## config.mk

```make
export PLATFORM = sky130hd
export DESIGN_NAME = clm_action_pointer_ctrl
export DESIGN_NICKNAME = d
export VERILOG_FILES = /design/src/rtl/clm_action_pkg.sv /design/src/rtl/layer_skip_calc.sv /design/src/rtl/clm_action_pointer_ctrl.sv
export VERILOG_INCLUDE_DIRS = /design/src /design/src/rtl
export SDC_FILE = /design/constraint.sdc
export NUM_CORES = 1
export LEC_CHECK = 0
export BUFFER_PORTS_ARGS = -buffer_cell sky130_fd_sc_hd__clkbuf_2
export CORE_MARGIN = 1.5
export CORE_UTILIZATION = 52
export CTS_CLUSTER_DIAMETER = 80
export DETAILED_ROUTE_END_ITERATION = 12
export PLACE_DENSITY = 0.85
export SYNTH_ARGS = -nofsm -noshare
export SYNTH_HDL_FRONTEND = slang
export SYNTH_SLANG_ARGS = --single-unit
```

## constraint.sdc

```tcl
create_clock -name sys_clk_i -period 1.98 [get_ports sys_clk_i]
set_input_delay 0.396 -clock sys_clk_i [delete_from_list [all_inputs] [get_ports sys_clk_i]]
set_output_delay 0.396 -clock sys_clk_i [all_outputs]
set_load 0.05 [all_outputs]
```

## src/rtl/clm_action_regs.svh

```systemverilog
// register map, field positions, encodings and byte counts of the action decoder
`ifndef CLM_ACTION_REGS_SVH
`define CLM_ACTION_REGS_SVH

// apb register byte offsets
`define REG_CFG_OFS        12'h000
`define REG_STATUS_OFS     12'h004
`define REG_DONE_CNT_OFS   12'h008
`define REG_CLAMP_CNT_OFS  12'h00c

// cfg register: one triple vlan variant bit for each of lookups 0 to 2
`define CFG_TRI_SEL_LSB    0
`define CFG_TRI_SEL_W      3
`define CFG_RESET          3'h0

// status register field positions
`define ST_KEY_LSB         0
`define ST_FTYPE_LSB       8
`define ST_PTR_LSB         16
`define ST_DONE_BIT        24
`define ST_PP_VALID_BIT    25

// next lookup key select codes
`define KEY_DEFAULT        4'h0
`define KEY_LINK           4'h1
`define KEY_SINGLE         4'h2
`define KEY_DOUBLE         4'h3
`define KEY_TRIPLE         4'h4
`define KEY_TRI_VLAN       4'h5
`define KEY_FULL_LINK      4'h6
`define KEY_STANDARD       4'h7
`define KEY_STANDARD_DST   4'h8
`define KEY_FIVE_V4        4'h9
`define KEY_BARE_FIVE_V4   4'hb
`define KEY_USER1          4'hc
`define KEY_USER2          4'hd
`define KEY_USER4          4'he
`define KEY_FINISHED       4'hf

// frame type codes
`define FT_MAC             2'h0
`define FT_CW              2'h1
`define FT_MPLS            2'h2
`define FT_RAW             2'h3

// layer skip select codes
`define SKIP_NONE          2'h0
`define SKIP_LINK          2'h1
`define SKIP_NET_LINK      2'h2

// ip versions
`define IP_VER4            4'h4
`define IP_VER6            4'h6

// byte counts used by the pointer arithmetic
`define MAC_PAIR_BYTES     7'h0c
`define VLAN_TAG_BYTES     7'h04
`define IP6_HDR_BYTES      7'h28
`define STRIP_MAX_BYTES    8'h2a
`define PTR_MAX            8'hff

`endif

```

## src/rtl/clm_action_pkg.sv

```systemverilog
// types shared by the action pointer control block
package clm_action_pkg;
`include "clm_action_regs.svh"

	typedef enum logic [1:0] {
		mac_layer_type    = `FT_MAC,
		control_word_type = `FT_CW,
		mpls_type         = `FT_MPLS,
		raw_data_type     = `FT_RAW
	} frame_type_t;

	typedef enum logic [4:0] {
		default_key,
		link_layer_key,
		single_label_key,
		double_label_key,
		triple_label_key,
		triple_vlan_key,
		triple_vlan_index_key,
		full_link_layer_key,
		standard_key,
		standard_dst_key,
		standard_five_field_v4_key,
		bare_five_field_v4_key,
		user_key_1,
		user_key_2,
		user_key_4,
		lookups_finished,
		reserved_key
	} key_kind_t;

endpackage : clm_action_pkg

```

## src/rtl/layer_skip_calc.sv

```systemverilog
// byte distance of a protocol layer skip from the current frame type
module layer_skip_calc
	import clm_action_pkg::*;
(
	input  wire frame_type_t frame_type_i,
	input  wire logic [1:0]  layer_skip_select_i,
	input  wire logic [1:0]  vlan_cnt_i,
	input  wire logic [3:0]  ip_version_i,
	input  wire logic [3:0]  ipv4_ihl_i,
	output logic      [6:0]  skip_bytes_o
);
	logic [6:0] link_bytes;
	logic [6:0] ip_bytes;
	logic       is_ip;

	// header sizes; ihl counts 4-byte words so options are covered
	always_comb begin
		link_bytes = `MAC_PAIR_BYTES + `VLAN_TAG_BYTES * {5'h00, vlan_cnt_i};
		is_ip      = (ip_version_i == `IP_VER4) || (ip_version_i == `IP_VER6);
		if (ip_version_i == `IP_VER4) begin
			ip_bytes = {1'b0, ipv4_ihl_i, 2'b00};
		end else if (ip_version_i == `IP_VER6) begin
			ip_bytes = `IP6_HDR_BYTES;
		end else begin
			ip_bytes = 7'h00;
		end
	end

	// distance per skip select; reserved code moves nothing
	always_comb begin
		skip_bytes_o = 7'h00;
		case (layer_skip_select_i)
			`SKIP_LINK: begin
				if (frame_type_i == mac_layer_type) begin
					skip_bytes_o = link_bytes;
				end
			end
			`SKIP_NET_LINK: begin
				if (frame_type_i == mac_layer_type) begin
					skip_bytes_o = link_bytes + ip_bytes;
				end else if (frame_type_i == control_word_type && is_ip) begin
					skip_bytes_o = ip_bytes;
				end
			end
			default: begin
				skip_bytes_o = 7'h00;
			end
		endcase
	end

endmodule : layer_skip_calc

```

## src/rtl/clm_action_pointer_ctrl.sv

```systemverilog
// decoder of lookup action fields: key select, pipeline point, frame pointer
module clm_action_pointer_ctrl
	import clm_action_pkg::*;
(
	input  wire logic        sys_clk_i,
	input  wire logic        rst_n_i,
	// apb slave
	input  wire logic        psel_i,
	input  wire logic        penable_i,
	input  wire logic        pwrite_i,
	input  wire logic [11:0] paddr_i,
	input  wire logic [31:0] pwdata_i,
	input  wire logic [3:0]  pstrb_i,
	output logic             pready_o,
	output logic      [31:0] prdata_o,
	output logic             pslverr_o,
	// frame context
	input  wire logic        frame_start_i,
	input  wire logic [1:0]  lookup_idx_i,
	input  wire frame_type_t frame_type_i,
	input  wire logic [7:0]  frame_ptr_i,
	input  wire logic [1:0]  vlan_cnt_i,
	input  wire logic [3:0]  ip_version_i,
	input  wire logic [3:0]  ipv4_ihl_i,
	// action fields from the lookup result
	input  wire logic        act_valid_i,
	input  wire logic        reduced_layout_i,
	input  wire logic        force_pipeline_point_enable_i,
	input  wire logic [2:0]  reduced_pipeline_point_i,
	input  wire logic [4:0]  pipeline_point_i,
	input  wire logic [3:0]  next_lookup_key_select_i,
	input  wire logic [1:0]  next_ptr_word4_advance_i,
	input  wire logic [4:0]  next_ptr_word2_advance_i,
	input  wire logic [1:0]  layer_skip_select_i,
	input  wire frame_type_t layer_type_after_move_i,
	input  wire logic        strip_to_pointer_i,
	// results toward key generator and rewriter
	output logic             res_valid_o,
	output key_kind_t        next_key_o,
	output logic [7:0]       next_ptr_o,
	output frame_type_t      next_frame_type_o,
	output logic             lookups_disabled_o,
	output logic             pp_valid_o,
	output logic             pp_reduced_o,
	output logic [4:0]       pp_code_o,
	output logic             strip_o,
	output logic [5:0]       strip_bytes_o,
	output logic             strip_clamped_o
);
	logic [`CFG_TRI_SEL_W-1:0] tri_sel_r,   tri_sel_nxt;
	logic [31:0]               prdata_r,    prdata_nxt;
	logic [15:0]               done_cnt_r,  done_cnt_nxt;
	logic [15:0]               clamp_cnt_r, clamp_cnt_nxt;
	logic                      res_valid_r, res_valid_nxt;
	key_kind_t                 key_r,       key_nxt;
	logic [7:0]                ptr_r,       ptr_nxt;
	frame_type_t               ftype_r,     ftype_nxt;
	logic                      done_r,      done_nxt;
	logic                      pp_valid_r,  pp_valid_nxt;
	logic                      pp_red_r,    pp_red_nxt;
	logic [4:0]                pp_code_r,   pp_code_nxt;
	logic                      strip_r,     strip_nxt;
	logic [5:0]                strip_b_r,   strip_b_nxt;
	logic                      clamp_r,     clamp_nxt;

	logic [6:0] skip_bytes;
	logic [6:0] adv_bytes;
	logic [7:0] move_bytes;
	logic [9:0] ptr_sum;
	logic [7:0] ptr_new;
	logic       moved;
	logic       act_take;
	logic       clamp_evt;
	logic       wr_en;
	logic       rd_setup;
	logic       mapped;
	key_kind_t  key_dec;

	// distance of the protocol layer skip
	layer_skip_calc u_skip (
		.frame_type_i        (frame_type_i),
		.layer_skip_select_i (layer_skip_select_i),
		.vlan_cnt_i          (vlan_cnt_i),
		.ip_version_i        (ip_version_i),
		.ipv4_ihl_i          (ipv4_ihl_i),
		.skip_bytes_o        (skip_bytes)
	);

	// pointer arithmetic: layer skip first, then the word advance on top
	always_comb begin
		if (reduced_layout_i) begin
			adv_bytes = {3'h0, next_ptr_word4_advance_i, 2'b00};
		end else begin
			adv_bytes = {1'b0, next_ptr_word2_advance_i, 1'b0};
		end
		move_bytes = {1'b0, skip_bytes} + {1'b0, adv_bytes};
		// frame_ptr_i is already past auto-skipped labels
		ptr_sum = {2'b00, frame_ptr_i} + {2'b00, move_bytes};
		// saturate rather than wrap so a bad entry cannot alias to low bytes
		ptr_new = (ptr_sum > {2'b00, `PTR_MAX}) ? `PTR_MAX : ptr_sum[7:0];
		moved   = (move_bytes != 8'h00);
	end

	// key select decode
	always_comb begin
		key_dec = reserved_key;
		case (next_lookup_key_select_i)
			`KEY_DEFAULT:      key_dec = default_key;
			`KEY_LINK:         key_dec = link_layer_key;
			`KEY_SINGLE:       key_dec = single_label_key;
			`KEY_DOUBLE:       key_dec = double_label_key;
			`KEY_TRIPLE:       key_dec = triple_label_key;
			`KEY_TRI_VLAN: begin
				if (lookup_idx_i < 2'(`CFG_TRI_SEL_W) && tri_sel_r[lookup_idx_i]) begin
					key_dec = triple_vlan_index_key;
				end else begin
					key_dec = triple_vlan_key;
				end
			end
			`KEY_FULL_LINK:    key_dec = full_link_layer_key;
			`KEY_STANDARD:     key_dec = standard_key;
			`KEY_STANDARD_DST: key_dec = standard_dst_key;
			`KEY_FIVE_V4:      key_dec = standard_five_field_v4_key;
			`KEY_BARE_FIVE_V4: key_dec = bare_five_field_v4_key;
			`KEY_USER1:        key_dec = user_key_1;
			`KEY_USER2:        key_dec = user_key_2;
			`KEY_USER4:        key_dec = user_key_4;
			`KEY_FINISHED:     key_dec = lookups_finished;
			default:           key_dec = reserved_key;
		endcase
	end

	// action result; actions after lookups finished are dropped
	always_comb begin
		act_take      = act_valid_i && !(done_r && !frame_start_i);
		res_valid_nxt = act_take;
		key_nxt       = key_r;
		ptr_nxt       = ptr_r;
		ftype_nxt     = ftype_r;
		strip_nxt     = strip_r;
		strip_b_nxt   = strip_b_r;
		clamp_nxt     = clamp_r;
		clamp_evt     = 1'b0;
		if (act_take) begin
			key_nxt = key_dec;
			ptr_nxt = ptr_new;
			ftype_nxt = frame_type_i;
			if (moved || (frame_type_i == raw_data_type
			    && next_lookup_key_select_i != `KEY_DEFAULT)) begin
				ftype_nxt = layer_type_after_move_i;
			end
			// strip length is the updated pointer, capped at rewriter limit
			strip_nxt = strip_to_pointer_i;
			if (ptr_new > `STRIP_MAX_BYTES) begin
				strip_b_nxt = 6'(`STRIP_MAX_BYTES);
				clamp_nxt   = strip_to_pointer_i;
			end else begin
				strip_b_nxt = ptr_new[5:0];
				clamp_nxt   = 1'b0;
			end
			clamp_evt = strip_to_pointer_i && (ptr_new > `STRIP_MAX_BYTES);
		end
	end

	// per-frame state: finished flag and forced pipeline point
	always_comb begin
		done_nxt     = done_r;
		pp_valid_nxt = pp_valid_r;
		pp_red_nxt   = pp_red_r;
		pp_code_nxt  = pp_code_r;
		if (frame_start_i) begin
			done_nxt     = 1'b0;
			pp_valid_nxt = 1'b0;
			pp_red_nxt   = 1'b0;
			pp_code_nxt  = 5'h00;
		end
		if (act_take) begin
			if (next_lookup_key_select_i == `KEY_FINISHED) begin
				done_nxt = 1'b1;
			end
			// forcing replaces whatever point an earlier entry set
			if (force_pipeline_point_enable_i) begin
				pp_valid_nxt = 1'b1;
				pp_red_nxt   = reduced_layout_i;
				if (reduced_layout_i) begin
					pp_code_nxt = {2'b00, reduced_pipeline_point_i};
				end else begin
					pp_code_nxt = pipeline_point_i;
				end
			end
		end
	end

	// apb decode; zero wait states, errors on unmapped offsets
	always_comb begin
		mapped = (paddr_i == `REG_CFG_OFS) || (paddr_i == `REG_STATUS_OFS)
		      || (paddr_i == `REG_DONE_CNT_OFS)
		      || (paddr_i == `REG_CLAMP_CNT_OFS);
		wr_en    = psel_i && penable_i && pwrite_i && mapped;
		rd_setup = psel_i && !penable_i && !pwrite_i;
		tri_sel_nxt = tri_sel_r;
		if (wr_en && paddr_i == `REG_CFG_OFS && pstrb_i[0]) begin
			tri_sel_nxt = pwdata_i[`CFG_TRI_SEL_LSB +: `CFG_TRI_SEL_W];
		end
		prdata_nxt = prdata_r;
		if (rd_setup) begin
			prdata_nxt = 32'h0000_0000;
			case (paddr_i)
				`REG_CFG_OFS: begin
					prdata_nxt[`CFG_TRI_SEL_LSB +: `CFG_TRI_SEL_W] = tri_sel_r;
				end
				`REG_STATUS_OFS: begin
					prdata_nxt[`ST_KEY_LSB +: 5]   = key_r;
					prdata_nxt[`ST_FTYPE_LSB +: 2] = ftype_r;
					prdata_nxt[`ST_PTR_LSB +: 8]   = ptr_r;
					prdata_nxt[`ST_DONE_BIT]       = done_r;
					prdata_nxt[`ST_PP_VALID_BIT]   = pp_valid_r;
				end
				`REG_DONE_CNT_OFS:  prdata_nxt[15:0] = done_cnt_r;
				`REG_CLAMP_CNT_OFS: prdata_nxt[15:0] = clamp_cnt_r;
				default:            prdata_nxt = 32'h0000_0000;
			endcase
		end
	end

	// event counters, each cleared by a write to its own offset; an event in the clear cycle counts
	always_comb begin
		done_cnt_nxt  = done_cnt_r;
		clamp_cnt_nxt = clamp_cnt_r;
		if (wr_en && paddr_i == `REG_DONE_CNT_OFS) begin
			done_cnt_nxt = 16'h0000;
		end
		if (wr_en && paddr_i == `REG_CLAMP_CNT_OFS) begin
			clamp_cnt_nxt = 16'h0000;
		end
		if (act_take && next_lookup_key_select_i == `KEY_FINISHED) begin
			done_cnt_nxt = done_cnt_nxt + 16'h0001;
		end
		if (clamp_evt) begin
			clamp_cnt_nxt = clamp_cnt_nxt + 16'h0001;
		end
	end

	// state registers
	always_ff @(posedge sys_clk_i or negedge rst_n_i) begin
		if (!rst_n_i) begin
			tri_sel_r   <= `CFG_RESET;
			prdata_r    <= 32'h0000_0000;
			done_cnt_r  <= 16'h0000;
			clamp_cnt_r <= 16'h0000;
			res_valid_r <= 1'b0;
			key_r       <= default_key;
			ptr_r       <= 8'h00;
			ftype_r     <= mac_layer_type;
			done_r      <= 1'b0;
			pp_valid_r  <= 1'b0;
			pp_red_r    <= 1'b0;
			pp_code_r   <= 5'h00;
			strip_r     <= 1'b0;
			strip_b_r   <= 6'h00;
			clamp_r     <= 1'b0;
		end else begin
			tri_sel_r   <= tri_sel_nxt;
			prdata_r    <= prdata_nxt;
			done_cnt_r  <= done_cnt_nxt;
			clamp_cnt_r <= clamp_cnt_nxt;
			res_valid_r <= res_valid_nxt;
			key_r       <= key_nxt;
			ptr_r       <= ptr_nxt;
			ftype_r     <= ftype_nxt;
			done_r      <= done_nxt;
			pp_valid_r  <= pp_valid_nxt;
			pp_red_r    <= pp_red_nxt;
			pp_code_r   <= pp_code_nxt;
			strip_r     <= strip_nxt;
			strip_b_r   <= strip_b_nxt;
			clamp_r     <= clamp_nxt;
		end
	end

	// outputs
	assign pready_o           = 1'b1;
	assign pslverr_o          = psel_i && penable_i && !mapped;
	assign prdata_o           = prdata_r;
	assign res_valid_o        = res_valid_r;
	assign next_key_o         = key_r;
	assign next_ptr_o         = ptr_r;
	assign next_frame_type_o  = ftype_r;
	assign lookups_disabled_o = done_r;
	assign pp_valid_o         = pp_valid_r;
	assign pp_reduced_o       = pp_red_r;
	assign pp_code_o          = pp_code_r;
	assign strip_o            = strip_r;
	assign strip_bytes_o      = strip_b_r;
	assign strip_clamped_o    = clamp_r;

endmodule : clm_action_pointer_ctrl

```

**Word level (Yosys, flattened, before mapping)**

Index checks and enable logic that the tools add are counted.

- Equal/unequal tests: 23
- Reduce and logical (&&, ||, !) cells: 32
- Muxes and demuxes: 39
- Order comparisons: 4
- Add/sub/neg operators: 6

Operators with widths:

| operator | number |
|---|---|
| one-hot mux 5 bit (15 select lines) | 1 |
| two-way mux 16 bit | 4 |
| adder 16 x 1 -> 16 bit, second input constant | 2 |
| == test 4 bit, second input constant | 7 |
| two-way mux 7 bit | 4 |
| == test 12 x 4 -> 1 bit, second input constant | 2 |
| == test 4 x 3 -> 1 bit, second input constant | 6 |
| two-way mux 5 bit | 4 |
| two-way mux 6 bit | 3 |
| logical AND 1 bit | 17 |
| one-hot mux 7 bit (2 select lines) | 1 |
| == test 12 x 3 -> 1 bit, second input constant | 1 |
| zero test 12 bit | 1 |
| two-way mux 1 bit | 12 |
| one-hot mux 2 bit (3 select lines) | 2 |
| one-hot mux 3 bit (4 select lines) | 1 |
| one-hot mux 6 bit (2 select lines) | 1 |
| two-way mux 10 bit | 1 |
| adder 8 x 8 -> 9 bit | 1 |
| > comparator 9 x 8 -> 1 bit, second input constant | 1 |
| adder 7 x 7 -> 8 bit | 1 |
| == test 4 x 2 -> 1 bit, second input constant | 2 |
| > comparator 8 x 6 -> 1 bit, second input constant | 1 |
| two-way mux 8 bit | 1 |
| other kinds (16) | 27 |

- Logic and storage cells: 119
- Bits in registers: 93
- Input bits: 103

**Depth between registers and ports, before layout**

- Depth in word-level cells: 14
- Gate-level depth with buffers: 21
- Mapped depth without buffers: 20

**By module**

From an unflattened synthesis, not the netlist that was laid out.

- Cells, all modules: 590
- Area, all modules: 5674.2 sq um

By module, submodules not included:

| module | instances | cells an instance | area an instance (sq um) |
|---|---|---|---|
| clm_action_pointer_ctrl | 1 | 535 | 5290.1 |
| layer_skip_calc | 1 | 55 | 384.1 |

**Least setup slack after synthesis**

OpenSTA, ideal clock, no wires.

- Path type: input-to-reg
- Start point: in ip_version_i[3]
- End point: reg clamp_cnt_r[1]
- Arrival: 4.691 ns
- Path buffers: 1
- Path slack: -2.838 ns
- Stages: 21
- Cell sequence: or3b_1 nor3b_1 ha_1 fa_1 mux2i_1 o22ai_1 nand2b_1 inv_1 ha_1 a21o_1 a21oi_1 xor2_1 inv_1 ha_1 a21oi_1 o211ai_2 or2_1 a221oi_2 buf_6 nor2_2 mux2_1

- Longest elaborated chain between the ends: 14

Ends and longest elaborated chain:

| what | RTL line | source |
|---|---|---|
| from (decl) | clm_action_pointer_ctrl.sv:23 | `input wire logic [3:0] ip_version_i,` |
| == test 4 x 3 -> 1 bit (no source line) | - |  |
| two-way mux 6 bit or logical OR 1 bit (tied branches) | layer_skip_calc.sv:22, layer_skip_calc.sv:19 |  |
| two-way mux 7 bit or logical AND 1 bit (tied branches) | layer_skip_calc.sv:20, layer_skip_calc.sv:41 |  |
| adder 7 bit or two-way mux 7 bit (tied branches) | layer_skip_calc.sv:40, layer_skip_calc.sv:41 |  |
| two-way mux 7 bit (*) | layer_skip_calc.sv:39 | `if (frame_type_i == mac_layer_type) begin` |
| one-hot mux 7 bit (2 select lines) (*) | layer_skip_calc.sv:32 | `case (layer_skip_select_i)` |
| adder 7 x 7 -> 8 bit (*) | clm_action_pointer_ctrl.sv:96 | `move_bytes = {1'b0, skip_bytes} + {1'b0, adv_bytes};` |
| adder 8 x 8 -> 9 bit (*) | clm_action_pointer_ctrl.sv:98 | `ptr_sum = {2'b00, frame_ptr_i} + {2'b00, move_bytes};` |
| > comparator 9 x 8 -> 1 bit | clm_action_pointer_ctrl.sv:100 | `` ptr_new = (ptr_sum > {2'b00, `PTR_MAX}) ? `PTR_MAX : ptr_sum[7:0]; `` |
| two-way mux 8 bit (*) | clm_action_pointer_ctrl.sv:100 |  |
| > comparator 8 x 6 -> 1 bit (no source line) (*) | - |  |
| logical AND 1 bit (*) | clm_action_pointer_ctrl.sv:161 | `` clamp_evt = strip_to_pointer_i && (ptr_new > `STRIP_MAX_BYTES); `` |
| two-way mux 1 bit (*) | clm_action_pointer_ctrl.sv:144 | `if (act_take) begin` |
| two-way mux 16 bit (*) | clm_action_pointer_ctrl.sv:239 | `if (clamp_evt) begin` |
| named net clamp_cnt_nxt[1] | clm_action_pointer_ctrl.sv:53 | `logic [15:0] clamp_cnt_r, clamp_cnt_nxt;` |
| to (signal assigned) | clm_action_pointer_ctrl.sv:266 | `clamp_cnt_r <= clamp_cnt_nxt;` |
| to (decl) | clm_action_pointer_ctrl.sv:53 |  |

The timed path passes the listed nets; every way through them passes the cells marked *.
A chain may end at the register's enable or synchronous reset.

**Worst setup path in the final report**

- Start point: in ip_version_i[0]
- End point: reg clamp_cnt_r[1]

The elaborated chain is that of the path after synthesis.

==> impl_results.md <==
- RSZ-0062 raised after global routing: yes
- Hpwl dp: 11,900 um
- EDFF count, synth: 0
- Synth area leaders: dfrtp_1 (43%), nand2_1 (4.6%), ha_1 (4.6%)
- Post-Synth Simple-Gate Area: 20.8%
- R2R cell count: 7
- Number of global-route vias before repair: 5,323
- Asr flop ratio synth: 100%
- GR Layer Usage met1: 36.8%
- Routed wire per std cell: 18.5 um
- IO buf count: 129
- Ports: 169
- Cts bufs inserted: 9
- CP peak stage delay: 430 ps
- Fin worst setup slack: -2590 ps
- Synth Area in XOR/XNOR: 3.88%
- Clock slew at the register clock pins of the worst setup and hold paths: 110 ps
- Final instance area: 7500 sq um
- Synthesis-to-finish area growth: 38.5%
- Area leader, netlist: dfrtp_1
- HP Class: in -> reg
- DRT Pass-1 Iters: 5
- CP dominant cell by count: buf_6
- Final ANT Viol Nets: 0
- GRT Util Overall: 29.6%
- Adder-Cell Fraction of Synth Area: 5.73%
- H-tree depth: 3
- Hold Crit Depth: 3
- Vias per Instance: 5.90
- Layout cells sized above 1: 40.4%
- Status: complete, but fails checks
- CP Launch Point: ip_version_i[0]
- Cell area after synthesis: 5420 sq um
- GP Congestion: 0.916
- Clock sink count: 93
- Hold Path End: pp_code_o[3]
- Post-route core utilization: 73.3%
- Most frequent cells in the layout: clkbuf_2 (126), buf_4 (96), dfrtp_1 (93)
- Post-Syn Instances: 569
- Worst Setup End Kind: register
- Flop-to-flop setup slack: 20 ps
- CP Launch Type: input port
- DRT Wirelength: 17,200 um
- Antenna violations before repair: 0
- Path type of the worst setup path: in -> reg
- Congestion Overflow GR: 0
- Met3 Usage GRT: 4.30%
- Commonest non-fill, non-tap cell in the layout: clkbuf_2
- Reg2reg start: clamp_cnt_r[1]
- Die Ht: 105 um
- Initial drt markers: 476
- CTS tree: yes
- CP top delay family: adder cells
- DP Area: 6880 sq um
- Crit-path max FO: 3
- Number of library cell types mapped by synthesis: 63
- Clock insertion delay at the later pin of the skew report: 370 ps
- Hold Path Origin: pipeline_point_i[3]
- Setup tns final: -79,900 ps
- Final Hold Viols: 0
- Synth Flop Type: dfrtp_1
- Critical path required time: 2240 ps
- Clk_skew: 11.5 ps
- Buf+Inv Stages, Crit Path: 4
- Synth Area in Compound Gates: 17.2%
- Slowest stage cell, crit path: a221oi_4
- Die Width: 105 um
- PwrDens: 698 nW/um^2
- Inserted Diodes: 0
- GR peak layer: met2
- Row cnt: 37
- Largest net degree at the start of global routing: 49
- Final Slew Violations: 0
- Grt met2 use: 52.0%
- Area share of the largest cell type after synthesis: 43.0%
- CTS Root Cell: clkbuf_8
- Failing checks: negative setup slack
- DRC viols: 0
- Synth warn: 0
- Worst r2r dst: clamp_cnt_r[6]
- Nets: 918
- CP arrival: 4820 ps
- CP Cell Sequence: buf_6 > or3b_4 > nor3b_4 > ha_2 > fa_1 > mux2i_1 > o22ai_1 > nand2b_1 > inv_1 > ha_1 > a21o_1 > a21oi_4 > xor2_2 > inv_2 > ha_4 > nand3_4 > o211ai_4 > nand4bb_4 > a221oi_4 > buf_6 > nor2_4 > mux2_4
- Core Box Area: 10,200 sq um
- Fin crit period: 4570 ps
- Vias: 5,501
- Post-Syn Area per Cell: 9.52 sq um
- First-pass GRT wire length: 25,900 um
- Highest Clock Rate: 219 MHz
- Seq/Total Area, Yosys: 43.0%
- Pleak: 0.00363 uW
- Final period utilization: 231%
- VDD IR max: 0.503 mV
- Clk buf depth: 2
- Initial core utilization: 52.9%
- # setup viols final: 33
- Register bit total from synthesis: 93
- Overall die area: 11,000 sq um
- Max-Cap Viols: 0
- Mux cell area share after synthesis: 4.83%
- Largest family of logic cells by synthesized area: simple AND/OR/NAND/NOR gates
## through the flow
| stage | worst slack [ps] | total power [uW] | hold WS, ps | cells |
|---|---|---|---|---|
| finish | -2590 | 5240 | 250 | 933 |
| global placement | -2730 | 3710 | 337 | 893 |
| global route | -2750 | 5440 | 266 | 933 |
| detailed placement | -2990 | 3790 | 341 | 893 |
| floorplan | -2550 | 3180 | 100 | 574 |
| CTS | -2410 | 5050 | 241 | 922 |
## worst register-to-register path: stages, from the launching register on
cell and delay (ps):
dfrtp_1 420, and2_1 190, ha_1 210, buf_4 130
nand3_1 160, nor2_1 190, or4b_1 450, a21oi_1 130
## cell families after synthesis
kind of cell,count (synthesis)
mux,21
flops,93
fa+ha+maj,23
simple gates,211
compound gates,142
buf+inv,53
xor+xnor,24
other cells,2
## report_power, final
group          leakage (uW)  internal (uW)  switching, uW
Combinational       0.00231            730           1020
Clock             0.0000980            486            748
Sequential          0.00123           2060            191
Total               0.00363           3270           1960
## cells in the mapped netlist, types with 5 or more instances
cell,instances
and2_1,6
a21o_1,6
nand3b_1,8
nand2_1,67
a22oi_1,13
xor2_1,15
mux2_2,10
buf_2,6
inv_1,21
nand2b_1,8
o31ai_1,9
nand3_1,13
a22o_1,12
nor3b_1,6
mux2i_1,7
and3_1,7
ha_1,20
dfrtp_1,93
o21ai_0,41
clkbuf_1,18
or3_1,11
xnor2_1,9
nor2b_1,10
a31oi_1,9
buf_4,7
nand4_1,10
or4_1,5
nor2_1,38
a21oi_1,32
## sequential cells by signal, summed over array words and instances (netlist names)
register / count
pp_valid_o: 1
next_key_o: 5
prdata_o: 26
res_valid_o: 1
pp_reduced_o: 1
strip_clamped_o: 1
next_ptr_o: 8
done_cnt_r: 16
strip_bytes_o: 6
strip_o: 1
clamp_cnt_r: 16
next_frame_type_o: 2
pp_code_o: 5
lookups_disabled_o: 1
tri_sel_r: 3
## how the worst max path moves through the flow
stage | endpoint | slack [ps] | depth (start not counted)
after CTS | clamp_cnt_r[1] | -2410 | 22
after global routing | clamp_cnt_r[11] | -2750 | 22
after detailed placement | strip_bytes_o[3] | -2990 | 22
after floorplan | clamp_cnt_r[1] | -2550 | 21
after global placement | strip_bytes_o[3] | -2730 | 22
final | clamp_cnt_r[1] | -2590 | 22
## routing by layer
metal	routed length (um)	up-vias	share of wire, %
met5	0	-	0
met4	639	0	3.7
met3	1130	62	6.5
met2	8760	296	51
met1	6720	2655	39
li1	-	2488	-
## what timing repair did
action                                 CTS  global route
pin swaps                               24            15
endpoints found under the hold margin   27             0
hold buffers                             1             0
setup buffers                           17            14
setup endpoints to repair               34            34
gates resized for setup                 23            37
## area by class of cell
class | count | area (sq um)
clock inverter | 7 | 62.6
fill | 684 | 2730
multi-input combinational | 428 | 3180
clock buffer | 9 | 124
sequential | 93 | 2330
timing repair buffer | 239 | 1560
tap | 136 | 170
inverter | 21 | 78.8
(Power assumes the default switching activity.)
